==> src/common/ifpb_defines.svh <==
`ifndef IFPB_DEFINES_SVH
`define IFPB_DEFINES_SVH

// ==================================================================
// Register word offsets (byte address = offset)
`define IFPB_OFF_MAIN 5'h00
`define IFPB_OFF_EDGE 5'h04
`define IFPB_OFF_EXT 5'h08
`define IFPB_OFF_FLGA 5'h0c
`define IFPB_OFF_FLGB 5'h10
`define IFPB_OFF_PRIO 5'h14

// ==================================================================
// Main control fields
`define IFPB_MAIN_GEN 7
`define IFPB_MAIN_LOWEN 6
`define IFPB_MAIN_T0EN 5
`define IFPB_MAIN_P0EN 4
`define IFPB_MAIN_PCEN 3
`define IFPB_MAIN_T0F 2
`define IFPB_MAIN_P0F 1
`define IFPB_MAIN_PCF 0

// Edge and priority control fields
`define IFPB_EDGE_PUDIS 7
`define IFPB_EDGE_SEL0 6
`define IFPB_EDGE_SEL1 5
`define IFPB_EDGE_SEL2 4
`define IFPB_EDGE_T0PRI 2
`define IFPB_EDGE_PCPRI 0

// External pin control fields
`define IFPB_EXT_P2PRI 7
`define IFPB_EXT_P1PRI 6
`define IFPB_EXT_P2EN 4
`define IFPB_EXT_P1EN 3
`define IFPB_EXT_P2F 1
`define IFPB_EXT_P1F 0

// Flag register A fields
`define IFPB_FA_PSP 7
`define IFPB_FA_RXF 5
`define IFPB_FA_TXE 4

// ==================================================================
// Reset values and implemented-bit masks
`define IFPB_RST_MAIN 8'h00
`define IFPB_RST_EDGE 8'hf5
`define IFPB_RST_EXT 8'hc0
`define IFPB_MASK_EDGE 8'hf5
`define IFPB_MASK_EXT 8'hdb
`define IFPB_MASK_FLGB 8'hcf
`define IFPB_MASK_FLGA 8'hcf

`endif

==> src/common/ifpb_pkg.sv <==
package ifpb_pkg;
    typedef enum logic [1:0] {
        IFPB_IDLE,
        IFPB_ANSWER
    } ifpb_bus_t;
endpackage

==> src/design/ifpb_bank.sv <==
// Design decisions made here: the placing of the registers and the Avalon-MM interface to the registers.
`timescale 1ns/1ns
`include "ifpb_defines.svh"
// Notes on behaviour
// - Priority bits act only while priority levels enabled; else one vector.
// - With priorities, low global enable passes or blocks all low requests.
// - Timer0, pin 0 and port change enables gate their requests.
// - Timer0 overflow sets main flag bit 2; software clears it.
// - Upper port pin change sets flag bit 0; software clears it.
// - Port mismatch keeps setting the flag until the port is read.
// - Flags set on events regardless of any enable.
// - Pull-up disable bit 7 overrides latch-driven pull-ups.
// - Edge selects choose rising (1) or falling (0) for pins 0-2.
// - Timer0 and port change priority bits select high when 1.
// - Pin 2/1 priorities, enables and software-cleared flags in third reg.
// - Unimplemented positions read as zero.
// - Parallel port access sets flag A bit 7; absent on small parts.
// - Converter and sync serial completion flags, software cleared.
// - Receive flag read-only, follows receive buffer full.
// - Transmit flag read-only, follows transmit buffer empty.
// - Capture/compare A flag sets on capture or compare match.
// - Timer2 period match and timer1 overflow flags, software cleared.
// - Oscillator fail flag sets on clock failure switchover.
// - Comparator change and bus collision flags, software cleared.
// - Voltage detect and timer3 overflow flags, software cleared.
// - Capture/compare B flag sets on capture or compare match.
module ifpb_bank #(
    parameter bit HAS_PARALLEL_PORT = 1'b1
) (
    // Clock and reset
    input wire logic clk,
    input wire logic arst_n,
    // Avalon-MM slave
    input wire logic [4:0] avs_address,
    input wire logic avs_read,
    input wire logic avs_write,
    input wire logic [31:0] avs_writedata,
    input wire logic [3:0] avs_byteenable,
    output logic [31:0] avs_readdata,
    output logic avs_waitrequest,
    // Core-side event pulses
    input wire logic timer0Overflow,
    input wire logic timer1Overflow,
    input wire logic timer2PeriodMatch,
    input wire logic timer3Overflow,
    input wire logic captureEventA,
    input wire logic captureEventB,
    input wire logic converterDone,
    input wire logic syncSerialDone,
    input wire logic parallelPortAccess,
    input wire logic oscillatorFail,
    input wire logic comparatorChange,
    input wire logic busCollision,
    input wire logic voltageDetect,
    // Asynchronous serial buffer state
    input wire logic asyncReceiveFull,
    input wire logic asyncTransmitEmpty,
    // Pins
    input wire logic [2:0] extPins,
    input wire logic [3:0] upperPortPins,
    input wire logic upperPortRead,
    input wire logic [3:0] portLatch,
    // Outputs to core and pads
    output logic [3:0] pullupEnable,
    output logic highRequest,
    output logic lowRequest
);

    // ==================================================================
    // Bus handshake: one wait cycle, answer on second edge
    ifpb_pkg::ifpb_bus_t busState_reg;
    logic [7:0] mainReg_reg;
    logic [7:0] edgeReg_reg;
    logic [7:0] extReg_reg;
    logic [7:0] flagA_reg;
    logic [7:0] flagB_reg;
    logic prioEnable_reg;
    logic [2:0] extPrev_reg;
    logic [3:0] portSnap_reg;
    logic [31:0] readData_next;
    logic accept;
    logic wrMain;
    logic wrExt;
    logic wrFlagA;
    logic wrFlagB;
    logic [2:0] pinEdge;
    logic mismatch;

    function automatic logic hit(input logic [4:0] a, input logic [4:0] off, input logic lane);
        hit = (a == off) && lane;
    endfunction

    assign accept = (busState_reg == ifpb_pkg::IFPB_ANSWER);
    assign wrMain = accept && avs_write && hit(avs_address, `IFPB_OFF_MAIN, avs_byteenable[0]);
    assign wrExt = accept && avs_write && hit(avs_address, `IFPB_OFF_EXT, avs_byteenable[0]);
    assign wrFlagA = accept && avs_write && hit(avs_address, `IFPB_OFF_FLGA, avs_byteenable[0]);
    assign wrFlagB = accept && avs_write && hit(avs_address, `IFPB_OFF_FLGB, avs_byteenable[0]);

    always_ff @(posedge clk or negedge arst_n) begin
        if (!arst_n) begin
            busState_reg <= ifpb_pkg::IFPB_IDLE;
            avs_waitrequest <= 1'b1;
        end else begin
            case (busState_reg)
                ifpb_pkg::IFPB_IDLE: begin
                    if (avs_read || avs_write) begin
                        busState_reg <= ifpb_pkg::IFPB_ANSWER;
                        avs_waitrequest <= 1'b0;
                    end
                end
                ifpb_pkg::IFPB_ANSWER: begin
                    busState_reg <= ifpb_pkg::IFPB_IDLE;
                    avs_waitrequest <= 1'b1;
                end
                default: begin
                    busState_reg <= ifpb_pkg::IFPB_IDLE;
                    avs_waitrequest <= 1'b1;
                end
            endcase
        end
    end

    // ==================================================================
    // Pin edge and port mismatch detection
    genvar gi;
    generate
        for (gi = 0; gi < 3; gi++) begin : gEdge
            // Rising when select is 1, falling when 0
            assign pinEdge[gi] = edgeReg_reg[`IFPB_EDGE_SEL0 - gi]
                ? (extPins[gi] && !extPrev_reg[gi])
                : (!extPins[gi] && extPrev_reg[gi]);
        end
    endgenerate

    assign mismatch = (upperPortPins != portSnap_reg);

    always_ff @(posedge clk or negedge arst_n) begin
        if (!arst_n) begin
            extPrev_reg <= 3'h0;
            portSnap_reg <= 4'h0;
        end else begin
            extPrev_reg <= extPins;
            // Only a port read ends the mismatch
            if (upperPortRead) begin
                portSnap_reg <= upperPortPins;
            end
        end
    end

    // ==================================================================
    // Control and flag registers; sets beat clears
    always_ff @(posedge clk or negedge arst_n) begin
        if (!arst_n) begin
            mainReg_reg <= `IFPB_RST_MAIN;
        end else begin
            if (wrMain) begin
                mainReg_reg <= avs_writedata[7:0];
            end
            if (timer0Overflow) begin
                mainReg_reg[`IFPB_MAIN_T0F] <= 1'b1;
            end
            if (pinEdge[0]) begin
                mainReg_reg[`IFPB_MAIN_P0F] <= 1'b1;
            end
            if (mismatch) begin
                mainReg_reg[`IFPB_MAIN_PCF] <= 1'b1;
            end
        end
    end

    always_ff @(posedge clk or negedge arst_n) begin
        if (!arst_n) begin
            edgeReg_reg <= `IFPB_RST_EDGE;
            prioEnable_reg <= 1'b0;
        end else if (accept && avs_write && avs_byteenable[0]) begin
            if (avs_address == 5'(`IFPB_OFF_EDGE)) begin
                edgeReg_reg <= avs_writedata[7:0] & `IFPB_MASK_EDGE;
            end
            if (avs_address == 5'(`IFPB_OFF_PRIO)) begin
                prioEnable_reg <= avs_writedata[0];
            end
        end
    end

    always_ff @(posedge clk or negedge arst_n) begin
        if (!arst_n) begin
            extReg_reg <= `IFPB_RST_EXT;
        end else begin
            if (wrExt) begin
                extReg_reg <= avs_writedata[7:0] & `IFPB_MASK_EXT;
            end
            if (pinEdge[1]) begin
                extReg_reg[`IFPB_EXT_P1F] <= 1'b1;
            end
            if (pinEdge[2]) begin
                extReg_reg[`IFPB_EXT_P2F] <= 1'b1;
            end
        end
    end

    always_ff @(posedge clk or negedge arst_n) begin
        if (!arst_n) begin
            flagA_reg <= 8'h00;
        end else begin
            if (wrFlagA) begin
                flagA_reg <= avs_writedata[7:0] & `IFPB_MASK_FLGA;
            end
            if (parallelPortAccess && HAS_PARALLEL_PORT) begin
                flagA_reg[7] <= 1'b1;
            end
            if (converterDone) begin
                flagA_reg[6] <= 1'b1;
            end
            if (syncSerialDone) begin
                flagA_reg[3] <= 1'b1;
            end
            if (captureEventA) begin
                flagA_reg[2] <= 1'b1;
            end
            if (timer2PeriodMatch) begin
                flagA_reg[1] <= 1'b1;
            end
            if (timer1Overflow) begin
                flagA_reg[0] <= 1'b1;
            end
            if (!HAS_PARALLEL_PORT) begin
                flagA_reg[7] <= 1'b0;
            end
        end
    end

    always_ff @(posedge clk or negedge arst_n) begin
        if (!arst_n) begin
            flagB_reg <= 8'h00;
        end else begin
            if (wrFlagB) begin
                flagB_reg <= avs_writedata[7:0] & `IFPB_MASK_FLGB;
            end
            if (oscillatorFail) begin
                flagB_reg[7] <= 1'b1;
            end
            if (comparatorChange) begin
                flagB_reg[6] <= 1'b1;
            end
            if (busCollision) begin
                flagB_reg[3] <= 1'b1;
            end
            if (voltageDetect) begin
                flagB_reg[2] <= 1'b1;
            end
            if (timer3Overflow) begin
                flagB_reg[1] <= 1'b1;
            end
            if (captureEventB) begin
                flagB_reg[0] <= 1'b1;
            end
        end
    end

    // ==================================================================
    // Read path; receive and transmit flags are live buffer state
    always_comb begin
        readData_next = 32'h0;
        case (avs_address)
            5'(`IFPB_OFF_MAIN): readData_next[7:0] = mainReg_reg;
            5'(`IFPB_OFF_EDGE): readData_next[7:0] = edgeReg_reg;
            5'(`IFPB_OFF_EXT): readData_next[7:0] = extReg_reg;
            5'(`IFPB_OFF_FLGA): begin
                readData_next[7:0] = flagA_reg;
                readData_next[`IFPB_FA_RXF] = asyncReceiveFull;
                readData_next[`IFPB_FA_TXE] = asyncTransmitEmpty;
            end
            5'(`IFPB_OFF_FLGB): readData_next[7:0] = flagB_reg;
            5'(`IFPB_OFF_PRIO): readData_next[0] = prioEnable_reg;
            default: readData_next = 32'h0;
        endcase
    end

    always_ff @(posedge clk or negedge arst_n) begin
        if (!arst_n) begin
            avs_readdata <= 32'h0;
        end else if (busState_reg == ifpb_pkg::IFPB_IDLE && avs_read) begin
            avs_readdata <= readData_next;
        end
    end

    // ==================================================================
    // Request generation for the five sources handled here (timer0, port change, pins 0-2)
    logic t0Req;
    logic p0Req;
    logic pcReq;
    logic p1Req;
    logic p2Req;
    logic anyHigh;
    logic anyLow;
    assign t0Req = mainReg_reg[`IFPB_MAIN_T0F] && mainReg_reg[`IFPB_MAIN_T0EN];
    assign p0Req = mainReg_reg[`IFPB_MAIN_P0F] && mainReg_reg[`IFPB_MAIN_P0EN];
    assign pcReq = mainReg_reg[`IFPB_MAIN_PCF] && mainReg_reg[`IFPB_MAIN_PCEN];
    assign p1Req = extReg_reg[`IFPB_EXT_P1F] && extReg_reg[`IFPB_EXT_P1EN];
    assign p2Req = extReg_reg[`IFPB_EXT_P2F] && extReg_reg[`IFPB_EXT_P2EN];
    // Pin 0 is always high priority
    assign anyHigh = p0Req
        || (t0Req && edgeReg_reg[`IFPB_EDGE_T0PRI])
        || (pcReq && edgeReg_reg[`IFPB_EDGE_PCPRI])
        || (p1Req && extReg_reg[`IFPB_EXT_P1PRI])
        || (p2Req && extReg_reg[`IFPB_EXT_P2PRI]);
    assign anyLow = (t0Req && !edgeReg_reg[`IFPB_EDGE_T0PRI])
        || (pcReq && !edgeReg_reg[`IFPB_EDGE_PCPRI])
        || (p1Req && !extReg_reg[`IFPB_EXT_P1PRI])
        || (p2Req && !extReg_reg[`IFPB_EXT_P2PRI]);

    always_ff @(posedge clk or negedge arst_n) begin
        if (!arst_n) begin
            highRequest <= 1'b0;
            lowRequest <= 1'b0;
        end else if (prioEnable_reg) begin
            highRequest <= anyHigh && mainReg_reg[`IFPB_MAIN_GEN];
            lowRequest <= anyLow && mainReg_reg[`IFPB_MAIN_LOWEN]
                && mainReg_reg[`IFPB_MAIN_GEN];
        end else begin
            // Single vector: priority bits ignored
            highRequest <= (anyHigh || anyLow) && mainReg_reg[`IFPB_MAIN_GEN];
            lowRequest <= 1'b0;
        end
    end

    always_ff @(posedge clk or negedge arst_n) begin
        if (!arst_n) begin
            pullupEnable <= 4'h0;
        end else begin
            pullupEnable <= edgeReg_reg[`IFPB_EDGE_PUDIS] ? 4'h0 : portLatch;
        end
    end

    // ==================================================================
    // Checks
    timer0_set_a: assert property (@(posedge clk) disable iff (!arst_n)
        timer0Overflow |=> mainReg_reg[`IFPB_MAIN_T0F])
        else $error("timer0 flag not set");
    port_mismatch_a: assert property (@(posedge clk) disable iff (!arst_n)
        mismatch && !upperPortRead |=> mainReg_reg[`IFPB_MAIN_PCF])
        else $error("port change flag not held");
    compat_low_a: assert property (@(posedge clk) disable iff (!arst_n)
        !prioEnable_reg |=> !lowRequest)
        else $error("low request in single vector mode");
    compat_vector_a: assert property (@(posedge clk) disable iff (!arst_n)
        !prioEnable_reg && mainReg_reg[`IFPB_MAIN_GEN] && (anyHigh || anyLow)
        |=> highRequest)
        else $error("single vector request missing");
    low_gate_a: assert property (@(posedge clk) disable iff (!arst_n)
        prioEnable_reg && !mainReg_reg[`IFPB_MAIN_LOWEN] |=> !lowRequest)
        else $error("low request while blocked");
    low_pass_a: assert property (@(posedge clk) disable iff (!arst_n)
        prioEnable_reg && anyLow && mainReg_reg[`IFPB_MAIN_LOWEN]
        && mainReg_reg[`IFPB_MAIN_GEN] |=> lowRequest)
        else $error("low request not passed");
    pullup_off_a: assert property (@(posedge clk) disable iff (!arst_n)
        edgeReg_reg[`IFPB_EDGE_PUDIS] |=> pullupEnable == 4'h0)
        else $error("pull-ups not disabled");
    pin_edge_a: assert property (@(posedge clk) disable iff (!arst_n)
        edgeReg_reg[`IFPB_EDGE_SEL1] && $rose(extPins[1]) |=> extReg_reg[0])
        else $error("pin 1 rising edge missed");
    pin_fall_a: assert property (@(posedge clk) disable iff (!arst_n)
        !edgeReg_reg[`IFPB_EDGE_SEL1] && $fell(extPins[1]) |=> extReg_reg[`IFPB_EXT_P1F])
        else $error("pin 1 falling edge missed");
    set_wins_a: assert property (@(posedge clk) disable iff (!arst_n)
        wrFlagB && voltageDetect |=> flagB_reg[2])
        else $error("set lost to clear");
    unused_zero_a: assert property (@(posedge clk) disable iff (!arst_n)
        (flagB_reg[5:4] == 2'h0) && (extReg_reg[5] == 1'b0))
        else $error("unimplemented bit set");
    gate_en_a: assert property (@(posedge clk) disable iff (!arst_n)
        !mainReg_reg[`IFPB_MAIN_T0EN] && !mainReg_reg[`IFPB_MAIN_PCEN]
        && !mainReg_reg[`IFPB_MAIN_P0EN] && !p1Req && !p2Req |=> !highRequest)
        else $error("request with sources disabled");
endmodule

==> config.mk <==
export PLATFORM = sky130hd
export DESIGN_NAME = ifpb_bank
export DESIGN_NICKNAME = d
export VERILOG_FILES = /design/src/common/ifpb_pkg.sv /design/src/design/ifpb_bank.sv
export VERILOG_INCLUDE_DIRS = /design/src /design/src/common
export SDC_FILE = /design/constraint.sdc
export NUM_CORES = 1
export LEC_CHECK = 0
export BUFFER_PORTS_ARGS = -buffer_cell sky130_fd_sc_hd__buf_2
export CORE_ASPECT_RATIO = 0.75
export CORE_MARGIN = 1.5
export CORE_UTILIZATION = 49
export DETAILED_ROUTE_END_ITERATION = 7
export PLACE_DENSITY_LB_ADDON = 0.2
export SLEW_MARGIN = 20
export SYNTH_ARGS = -nofsm -noshare
export SYNTH_HDL_FRONTEND = slang
export SYNTH_SLANG_ARGS = --single-unit
==> constraint.sdc <==
create_clock -name clk -period 1.7 [get_ports clk]
set_input_delay 0.34 -clock clk [delete_from_list [all_inputs] [get_ports clk]]
set_output_delay 0.34 -clock clk [all_outputs]
set_load 0.05 [all_outputs]
# After elaboration in Yosys (flattened, before gate mapping)

Cells that the tools add are included.
W data, S select, Z words.

Eq/ne operators: 8
Multiplexer cells: 33
Reductions and logical operators: 74

Operators by type and width:

| kind                 | number |
|---|---|
| $pmux W7 S5          | 1 |
| $logic_and A1 B1 Y1  | 34 |
| $reduce_bool A2 Y1   | 17 |
| $mux W1              | 24 |
| $mux W8              | 2 |
| $eq A5 B4 Y1 const B | 2 |
| $eq A5 B5 Y1 const B | 2 |
| $logic_not A1 Y1     | 10 |
| $logic_or A1 B1 Y1   | 9 |
| $mux W2              | 3 |
| $pmux W1 S6          | 1 |
| $eq A5 B3 Y1 const B | 1 |
| $logic_not A5 Y1     | 1 |
| $mux W4              | 1 |
| $ne A4 B4 Y1         | 1 |
| $reduce_and A2 Y1    | 2 |
| $mux W3              | 1 |
| $eq A2 B1 Y1 const B | 1 |
| $logic_not A2 Y1     | 1 |
| $ne A2 B2 Y1 const B | 1 |

Output and inout port bits: 39
Bits of input ports: 72
Logic and storage cells: 144
Register bits after elaboration: 57

# Logic depth before layout (Yosys ltp)

Gate-level depths: netlist (run 1).

Word-level depth: 9
Mapped depth: 5
Gate-level depth less buffers: 3

# Worst setup path after synthesis (run 1)

Ideal clock, no wire load.

Kind: input-to-reg
Start point: in avs_address[0]
End point: reg extReg_reg[3]
Slack: -0.121 ns
Data required time: 1.575 ns
Setup time: 0.125 ns
Buffers on the path: 2
Stages: 5
Arrival: 1.696 ns
Cell sequence: buf_2 or4b_1 buf_2 nor3_4 mux2_2

Cells in the longest elaborated chain, start to end: 3

RTL lines:

| what                   | RTL line         | RTL |
|---|---|---|
| start: declaration     | ifpb_bank.sv:34  | `input wire logic [4:0] avs_address,` |
| $eq A5 B4 Y1           | ifpb_bank.sv:90  | `hit = (a == off) && lane;` |
| $logic_and A1 B1 Y1    | ifpb_bank.sv:90  |  |
| $logic_and A1 B1 Y1    | ifpb_bank.sv:95  | `` assign wrExt = accept && avs_write && hit(avs_address, `IFPB_OFF_EXT, avs_byteenable[0]); `` |
| end signal: assignment | ifpb_bank.sv:187 | `` extReg_reg <= `IFPB_RST_EXT; `` |
| end signal: assignment | ifpb_bank.sv:190 | `` extReg_reg <= avs_writedata[7:0] & `IFPB_MASK_EXT; `` |
| end: declaration       | ifpb_bank.sv:74  | `logic [7:0] extReg_reg;` |

No other way between the ends.
A chain may end at the register's enable or synchronous reset.

# Final worst setup path (run 1)

Start point: reg busState_reg[0]
End point: reg edgeReg_reg[5]

Cells in the longest elaborated chain, start to end: 4

RTL lines:

| what                             | RTL line         | RTL |
|---|---|---|
| start: declaration               | ifpb_bank.sv:71  | `ifpb_pkg::ifpb_bus_t busState_reg;` |
| start signal: assignment         | ifpb_bank.sv:101 | `busState_reg <= ifpb_pkg::IFPB_IDLE;` |
| start signal: assignment         | ifpb_bank.sv:107 | `busState_reg <= ifpb_pkg::IFPB_ANSWER;` |
| start signal: assignment         | ifpb_bank.sv:112 | `busState_reg <= ifpb_pkg::IFPB_IDLE;` |
| $eq A2 B1 Y1                     | ifpb_bank.sv:93  | `assign accept = (busState_reg == ifpb_pkg::IFPB_ANSWER);` |
| $logic_and A1 B1 Y1 (2 in a row) | ifpb_bank.sv:175 | `end else if (accept && avs_write && avs_byteenable[0]) begin` |
| $reduce_and A2 Y1 (no line)      | -                |  |
| end signal: assignment           | ifpb_bank.sv:173 | `` edgeReg_reg <= `IFPB_RST_EDGE; `` |
| end signal: assignment           | ifpb_bank.sv:177 | `` edgeReg_reg <= avs_writedata[7:0] & `IFPB_MASK_EDGE; `` |
| end: declaration                 | ifpb_bank.sv:73  | `logic [7:0] edgeReg_reg;` |

No other way between the ends.

==> run metrics, run 1 <==
Pwr Density 803 nW/um^2; global-route wire length before repair around 12000 um; CP Capture Type flip-flop; vias post-DR between 2000 and 2500; maximum clock path buffer count 2; Setup WS pre-CTS -0.213 ns; chip width about 90 um; RSZ-0062 raised after global routing no; Crit Path Class flip-flop to flip-flop; post-synthesis sequential area ratio approximately half; DR vias/cell around 5.5; dpl hpwl 5420 um; failing checks hold timing; TNS Setup 0 ns; Crit-path slowest cell dfrtp_1; Filler cells 517; clock slew at the register clock pins of the worst setup and hold paths 0.11 ns; Num CTS Buffers 5; synthesized area a little under 3000 um^2; worst vdd ir approximately 0.45 mV; Tcrit/Tclk final a little over 90%; Async SR Flop Fraction 100%; initial antenna violation count 0; Port Buffer Count 59; syn avg cell area 11.3 um^2; Min-Delay Path Class input pin to async pin; outcome finished, violations left; flops & latches, synth 56; Post-synth EDFFs 0; drt pass-1 iters 4; Worst Skew 0.0105 ns; worst skew pair latency 0.32 ns; worst-path cell chain and3_2, and3_1, buf_4, mux2_2; DIE AREA between 6000 and 7000 um^2; Main synth FF type dfrtp_1; Fin Hold WS -0.0167 ns; Post-DRT Antenna Nets 0; Slew Viols, Final 0; register area 1410 um^2; antenna cells 0; commonest non-fill, non-tap cell in the layout buf_2; post-synthesis cell type count 51; leakage between 1.5 and 2 nW; htree depth 2; die height 70.0 um; # DRC 0; final hold violations 5; io pins approximately 110; final setup vio count 0; vias in the first global route 2322; Iteration-0 DRC Markers approximately 120; fmax 0.638 GHz; Rows 24; Core ar. around 5800 um^2; max_cap viols 0; cell taking the most area after synthesis dfrtp_1; CP Launch Type flip-flop; crit-path max cell delay 0.46 ns; CTS tree done; layout cells sized above 1 approximately two fifths; total grt overflow 0; most frequent cells in the layout buf_2, dfrtp_1, mux2_2; Crit Path Max Fanout 7; Final GP Congestion around 0.84; final net count around 410; Critical Path RT 1.95 ns; min cycle time layout around 1.6 ns; clock sinks 56; fin worst setup slack about 0.13 ns; Post-Synthesis Cells 260; top cell type's share of synthesized area 40.1%; area of the multi-input gates around 1400 um^2; GRT Util Overall a little under a quarter; crit path DAT ~1.8 ns; WL final a little over 7000 um; largest net degree at the start of global routing between 50 and 60; wire per inst approximately 17 um; synth top area cells dfrtp_1, mux2_2, dfstp_2; Initial Util 50.7%; area added between synthesis and finish 19.6%; Synth Warn # 0; root buffer cell clkbuf_8
-- power by group --
part           switching [mW]  total [mW]  internal (mW)
sequential             0.0562        1.47           1.41
combinational           0.372       0.561          0.189
clock                   0.485       0.788          0.304
total                   0.913        2.82           1.91
-- per-layer routing --
layer / up-vias / routed length [um] / GRT usage (%)
met3: 13 / 496 / 5.12
li1: 1089 / - / -
met1: 1116 / 3340 / 34.6
met2: 89 / 3130 / 34.6
met4: 0 / 123 / 8.03
met5: - / 0 / 0
-- Yosys cell counts (all sizes together) (5+ instances only) --
cell / count
buf: 31
nor2b: 6
dfrtp: 47
a21oi: 5
a211o: 7
a311o: 5
nor2: 8
inv: 5
mux2: 28
o21a: 6
o21ai: 6
nand2: 10
nand3: 11
nor4: 6
clkbuf: 6
dfstp: 9
and4: 6
-- timing repair --
action	in CTS	in global routing
resized for setup	0	1
setup buffers	0	0
hold buffers	0	0
setup endpoints to repair	0	5
-- metrics by stage --
stage / utilization, % / power [mW] / hold slack [ns] / cells / instance area [um^2]
final: 60.6 / 2.82 / -0.0167 / 420 / 3510
after global placement: 58.9 / 2.05 / 0.361 / 412 / 3420
after CTS: 60.6 / 2.83 / 0.0145 / 420 / 3510
after floorplan: - / 1.90 / 0.0444 / 283 / 3040
after detailed placement: 58.9 / 2.05 / 0.363 / 412 / 3420
after global routing: 60.6 / 2.93 / 0.0233 / 420 / 3510
-- critical path: cells and delay by family, from the launching register on --
kind / cells / cell delay [ns]
mux: 1 / 0.33
simple gates: 2 / 0.54
buf+inv: 1 / 0.17
flops: 1 / 0.46
-- kinds of logic (layout without fill, tap and decap cells) --
logic type                Yosys count  after routing  synth area share, %
and+or+nand+nor                    76             76                 16.5
DFF                                56             56                 48.1
AOI/OAI and AO/OA                  49             49                 12.7
buffers and inverters              42            101                 8.90
muxes                              32             32                 12.5
xor gates and xnor gates            4              4                 1.19
other                               1             24                0.128
-- final timing paths --
| path | end | slack, ns | depth (start not counted) | start |
|---|---|---|---|---|
| min in group clk | extPrev_reg[2] | 0.15 | 1 | extPins[2] |
| max in group asynchronous | extReg_reg[6] | 1.40 | 2 | arst_n |
| min | busState_reg[0] | -0.02 | 2 | arst_n |
| min reg2reg | avs_readdata[5] | 0.49 | 2 | avs_readdata[5] |
| max | edgeReg_reg[5] | 0.13 | 4 | busState_reg[0] |
| max reg2reg | edgeReg_reg[5] | 0.13 | 4 | busState_reg[0] |
-- area by class of cell --
class                           count  area share, %
Clock buffer                        5           1.96
Clock inverter                      3          0.783
Inverter                            5          0.534
Multi-Input combinational cell    185           38.4
Sequential cell                    56           40.2
Tap cell                           78           2.78
Timing Repair Buffer               88           15.3
Power figures use the tool's default switching activity.
==> inputs of run 2 (changes only) <==
--- a/config.mk
+++ b/config.mk
@@ -11,7 +11,7 @@
 export CORE_MARGIN = 1.5
 export CORE_UTILIZATION = 49
 export DETAILED_ROUTE_END_ITERATION = 7
-export PLACE_DENSITY_LB_ADDON = 0.2
+export PLACE_DENSITY = 0.78
 export SLEW_MARGIN = 20
 export SYNTH_ARGS = -nofsm -noshare
 export SYNTH_HDL_FRONTEND = slang
==> run 2 against run 1 <==
The flow still finishes with violations (hold timing). Wire length increased by 0.42%. Largest power group unchanged. Via count up 3.1%. Maximum frequency is 2.3% lower. Count of clock-buffer cells in the layout up 2. Combinational power about the same. Sequential cell count unchanged. Critical endpoint is now extReg_reg[3]. Highest routed layer unchanged.
==> run metrics, run 2 (same netlist as run 1, synthesis figures left out) <==
outcome finished, violations left; failing checks hold timing; vias in the first global route 2362 (+1.7%); layout cells sized above 1 40.2% (-0.41 points); Rows 24 (unchanged); Filler cells 477 (-7.7%); dpl hpwl 5450 um (+0.58%); vias post-DR 2379 (+3.1%); GRT Util Overall 22.9% (-0.67 points); DIE AREA 6470 um^2 (unchanged); Post-CTS Repair Setup Buffers 0 (unchanged); Crit Path Class input pin to flip-flop; htree depth 2 (unchanged); io pins 111 (unchanged); area of the multi-input gates 1350 um^2 (about the same); max_cap viols 0 (unchanged); register area 1410 um^2 (unchanged); Worst Skew 0.00807 ns (-0.00242 ns); Num CTS Buffers 5 (unchanged); root buffer cell clkbuf_8; # DRC 0 (unchanged); Core ar. 5800 um^2 (unchanged); Pwr Density 798 nW/um^2 (-0.62%); clock slew at the register clock pins of the worst setup and hold paths 0.10 ns (about the same); area added between synthesis and finish 19.3%; antenna cells 0 (unchanged); cts hold-fix bufs 0 (unchanged); Post-DRT Antenna Nets 0 (unchanged); final setup vio count 0 (unchanged); Final GP Congestion 0.994 (+18%); maximum clock path buffer count 2 (unchanged); largest net degree at the start of global routing 57 (unchanged); fin worst setup slack 0.0957 ns (-0.0364 ns); Initial Util 50.7% (unchanged); fmax 0.623 GHz (-2.3%); Fin Hold WS -0.00603 ns (+0.0107 ns); clock sinks 56 (unchanged); Total Power Consumption 2.80 mW (-0.87%); share of the core filled with cells 60.5% (-0.15 points); Tcrit/Tclk final 94.4% (+2.1 points); die height 70.0 um (unchanged); final instance area 3500 um^2 (-0.25%); CP Launch Type input pin; DR vias/cell 5.65 (+2.9%); final hold violations 3 (-2); initial antenna violation count 0 (unchanged); chip width 92.4 um (unchanged); commonest non-fill, non-tap cell in the layout buf_2; drt pass-1 iters 4 (unchanged); wire per inst 16.9 um (+0.18%); most frequent cells in the layout buf_2, dfrtp_1, buf_4; CP Capture Type flip-flop; RSZ-0062 raised after global routing no; worst vdd ir 0.512 mV (+15%); final net count 414 (+0.24%); Crit Path Max Fanout 8 (+1); Setup WS pre-CTS -0.202 ns (+0.0113 ns); Resize count post-CTS 0 (unchanged); global-route wire length before repair 11500 um (unchanged); Slew Viols, Final 0 (unchanged); Iteration-0 DRC Markers 209 (+82%); Port Buffer Count 59 (unchanged); Placement Cell Area 3410 um^2 (-0.15%); crit path DAT 1.80 ns (-0.02 ns); total grt overflow 0 (unchanged); leakage 1.59 nW (about the same); CTS tree done; min cycle time layout 1.60 ns (+0.0364 ns); worst skew pair latency 0.30 ns (-0.02 ns); WL final 7120 um (+0.42%); Critical Path RT 1.89 ns (-0.06 ns); Min-Delay Path Class input pin to async pin
## run 2: where the power goes
group	total (mW)	internal [mW]	switching (mW)
Clock	0.763	0.333	0.430
Combinational	0.562	0.188	0.373
Sequential	1.47	1.41	0.0565
## run 2: final cells by class
cell class | count | share of cell area, %
Inverter | 5 | 0.536
Clock buffer | 7 | 2.46
Multi-Input combinational cell | 185 | 38.5
Clock inverter | 1 | 0.214
Timing Repair Buffer | 89 | 15.2
Tap cell | 78 | 2.78
Sequential cell | 56 | 40.3
## run 2: metrics by stage
stage          setup TNS, ns  std cells
3_5_place_dp           -1.41        413
3_3_place_gp           -1.12        413
2_1_floorplan         -0.440        283
4_1_cts                    0        421
5_1_grt                    0        421
6_report                   0        421
## run 2: final timing paths
kind | start | end | slack (ns) | cells past startpoint
min in group clk | extPins[2] | extPrev_reg[2] | 0.16 | 1
min reg2reg | avs_readdata[5] | avs_readdata[5] | 0.49 | 2
min | arst_n | busState_reg[0] | -0.006 | 2
max in group asynchronous | arst_n | extReg_reg[7] | 1.37 | 2
max reg2reg | busState_reg[0] | flagA_reg[1] | 0.1 | 4
max | avs_address[1] | extReg_reg[3] | 0.1 | 5
## run 2: critical path, cell delays in order
cell and delay [ns]:
buf_2 0.10, or4b_1 0.53, buf_4 0.20, nor3_4 0.26, mux2_2 0.37
## run 2: routing by layer
metal / track usage, % / up-vias / part of all wire [%] / wire length [um]
met4: 3.93 / 0 / 0.77 / 55
met1: 34.1 / 1170 / 45 / 3180
li1: - / 1087 / - / -
met5: 0 / - / 0 / 0
met3: 3.81 / 7 / 10 / 727
met2: 35.8 / 115 / 44 / 3160
==> inputs of run 3 (changes only) <==
--- a/config.mk
+++ b/config.mk
@@ -7,11 +7,12 @@
 export NUM_CORES = 1
 export LEC_CHECK = 0
 export BUFFER_PORTS_ARGS = -buffer_cell sky130_fd_sc_hd__buf_2
-export CORE_ASPECT_RATIO = 0.75
+export CORE_ASPECT_RATIO = 1.2
 export CORE_MARGIN = 1.5
 export CORE_UTILIZATION = 49
 export DETAILED_ROUTE_END_ITERATION = 7
 export PLACE_DENSITY = 0.78
+export SETUP_SLACK_MARGIN = 0.5
 export SLEW_MARGIN = 20
 export SYNTH_ARGS = -nofsm -noshare
 export SYNTH_HDL_FRONTEND = slang
==> run 3 against run 2 <==
Critical path depth is the same. Sequential share of layout area shrank 6.3 points. The flow now finishes without violations. Largest cell class is now multi-input combinational cells. Total power grew 7.6%.
==> run metrics, run 3 (same netlist as run 1, synthesis figures left out) <==
fmax 0.701 GHz (+13%); Gate power share 24.2% (+4.1 points); crit path DAT 1.63 ns (-0.17 ns); final hold violations 0 (-3); Worst Reg2Reg Path Length in Cells 4 (unchanged); largest net degree at the start of global routing 57 (unchanged); Crit Path Class input pin to flip-flop; antenna cells 0 (unchanged); vias post-DR 2498 (+5.0%); initial antenna violation count 0 (unchanged); wire per inst 19.1 um (+13%); drt pass-1 iters 4 (unchanged); Initial Util 51.5% (+0.80 points); die height 87.8 um (+25%); outcome finished clean; CP Launch Type input pin; min cycle time layout 1.43 ns (-0.179 ns); r2r endpoint edgeReg_reg[5]; commonest non-fill, non-tap cell in the layout dfrtp_1; final net count 429 (+3.6%); Critical Path Start avs_address[4]; worst skew pair latency 0.31 ns (about the same); Final GP Congestion 0.923 (-7.1%); P_int 2.04 mW (+5.7%); Post-DRT Antenna Nets 0 (unchanged); clock slew at the register clock pins of the worst setup and hold paths 0.10 ns (about the same); max_cap viols 0 (unchanged); Worst Skew 0.00379 ns (-0.00427 ns); root buffer cell clkbuf_8; leakage 1.82 nW (+14%); reg2reg start busState_reg[0]; Rows 30 (+25%); Tcrit/Tclk final 83.9% (-11 points); Pwr Density 723 nW/um^2 (-9.3%); # DRC 0 (unchanged); area added between synthesis and finish 41.7%; layout cells sized above 1 52.8% (+13 points); final setup vio count 0 (unchanged); crit path to flagA_reg[6]; Critical Path RT 1.90 ns (about the same); Min-Delay Path Class input pin to async pin; Port Buffer Count 59 (unchanged); clock share of power 26.7% (-0.6 points); htree depth 2 (unchanged); global-route wire length before repair 12900 um (+12%); maximum clock path buffer count 2 (unchanged); sequential power share 49.1% (-3.5 points); chip width 73.7 um (-20%); clock sinks 56 (unchanged); WL final 8370 um (+18%); Setup WS pre-CTS -0.169 ns (+0.0326 ns); io pins 111 (unchanged); switching power total 0.964 mW (+12%); Reg2Reg Setup Slack 0.29 ns (+0.19 ns); fin worst setup slack 0.274 ns (+0.179 ns); vias in the first global route 2551 (+8.0%); cts hold-fix bufs 0 (unchanged); Slew Viols, Final 0 (unchanged); dpl hpwl 5440 um (-0.21%); DR vias/cell 5.70 (+0.93%); CTS tree done; Crit Path Max Fanout 7 (-1); share of the core filled with cells 72.9% (+12 points); total grt overflow 0 (unchanged); CP Capture Type flip-flop; worst vdd ir 0.613 mV (+20%); GRT Util Overall 26.8% (+3.9 points); DIE AREA 6470 um^2 (about the same); Core ar. 5710 um^2 (-1.6%); RSZ-0062 raised after global routing yes; Num CTS Buffers 5 (unchanged); most frequent cells in the layout dfrtp_1, buf_2, buf_6; switch share 32.0% (+1.3 points); Iteration-0 DRC Markers 190 (-9.1%)
run 3: changes by cell type in the layout (fill, tap and decap cells not counted), sizes merged:
cell	delta
clkbuf	-1
buf	+14
nand2b	+1
inv	+1
run 3: metal layers:
metal,vias to the layer above,share of wire (%),track usage (%)
met2,97,53,47.8
met5,-,0,0
met1,1249,38,32.2
met4,0,3.7,10.9
li1,1126,-,-
met3,26,5.2,3.80
run 3: per-stage QoR:
step	std cells	power [mW]	cell area (um^2)	hold slack [ns]	TNS, ns
after CTS	432	2.96	3970	0.0224	0
after detailed placement	411	2.05	3390	0.363	-1.73
after global placement	411	2.04	3390	0.363	-1.43
final	438	3.01	4160	0.0119	0
after floorplan	283	1.90	3060	0.0444	-0.398
after global routing	438	3.12	4160	0.0408	0
run 3: power groups by stage:
| stage | clock (mW) | sequential, mW | combinational [mW] |
|---|---|---|---|
| finish | 0.805 | 1.48 | 0.727 |
| global route | 0.866 | 1.49 | 0.771 |
| CTS | 0.816 | 1.47 | 0.674 |
| detailed placement | 0 | 1.49 | 0.552 |
| global placement | 0 | 1.49 | 0.544 |
| floorplan | 0 | 1.54 | 0.357 |
run 3: how the worst min path moves through the flow:
stage / start / end / slack (ns) / cells after the start
after floorplan: arst_n / avs_readdata[0] / 0.04 / 0
after global placement: arst_n / busState_reg[0] / 0.36 / 2
after detailed placement: arst_n / busState_reg[0] / 0.36 / 2
after CTS: arst_n / extPrev_reg[0] / 0.02 / 2
after global routing: arst_n / portSnap_reg[3] / 0.04 / 2
final: arst_n / avs_readdata[3] / 0.01 / 2
run 3: layout make-up:
type	instances	area, um^2
flip-flops and latches	56	1410
clock buffers	6	82.6
clock inverters	2	18.8
repair buffers	103	833
multi-input cells	186	1690
fillers	402	1550
inverters	5	18.8
well taps	80	100
run 3: critical path, cell delays in order:
cell	delay, ns
buf_6	0.10
or4b_4	0.57
buf_6	0.17
o21a_1	0.18
a311o_1	0.27
run 3: what timing repair did:
| action | CTS | global route |
|---|---|---|
| gates cloned | 1 | 0 |
| endpoints found under the hold margin | 0 | 0 |
| setup endpoints to repair | 55 | 56 |
| pin swaps | 24 | 17 |
| setup buffers | 12 | 6 |
| resized for setup | 90 | 30 |
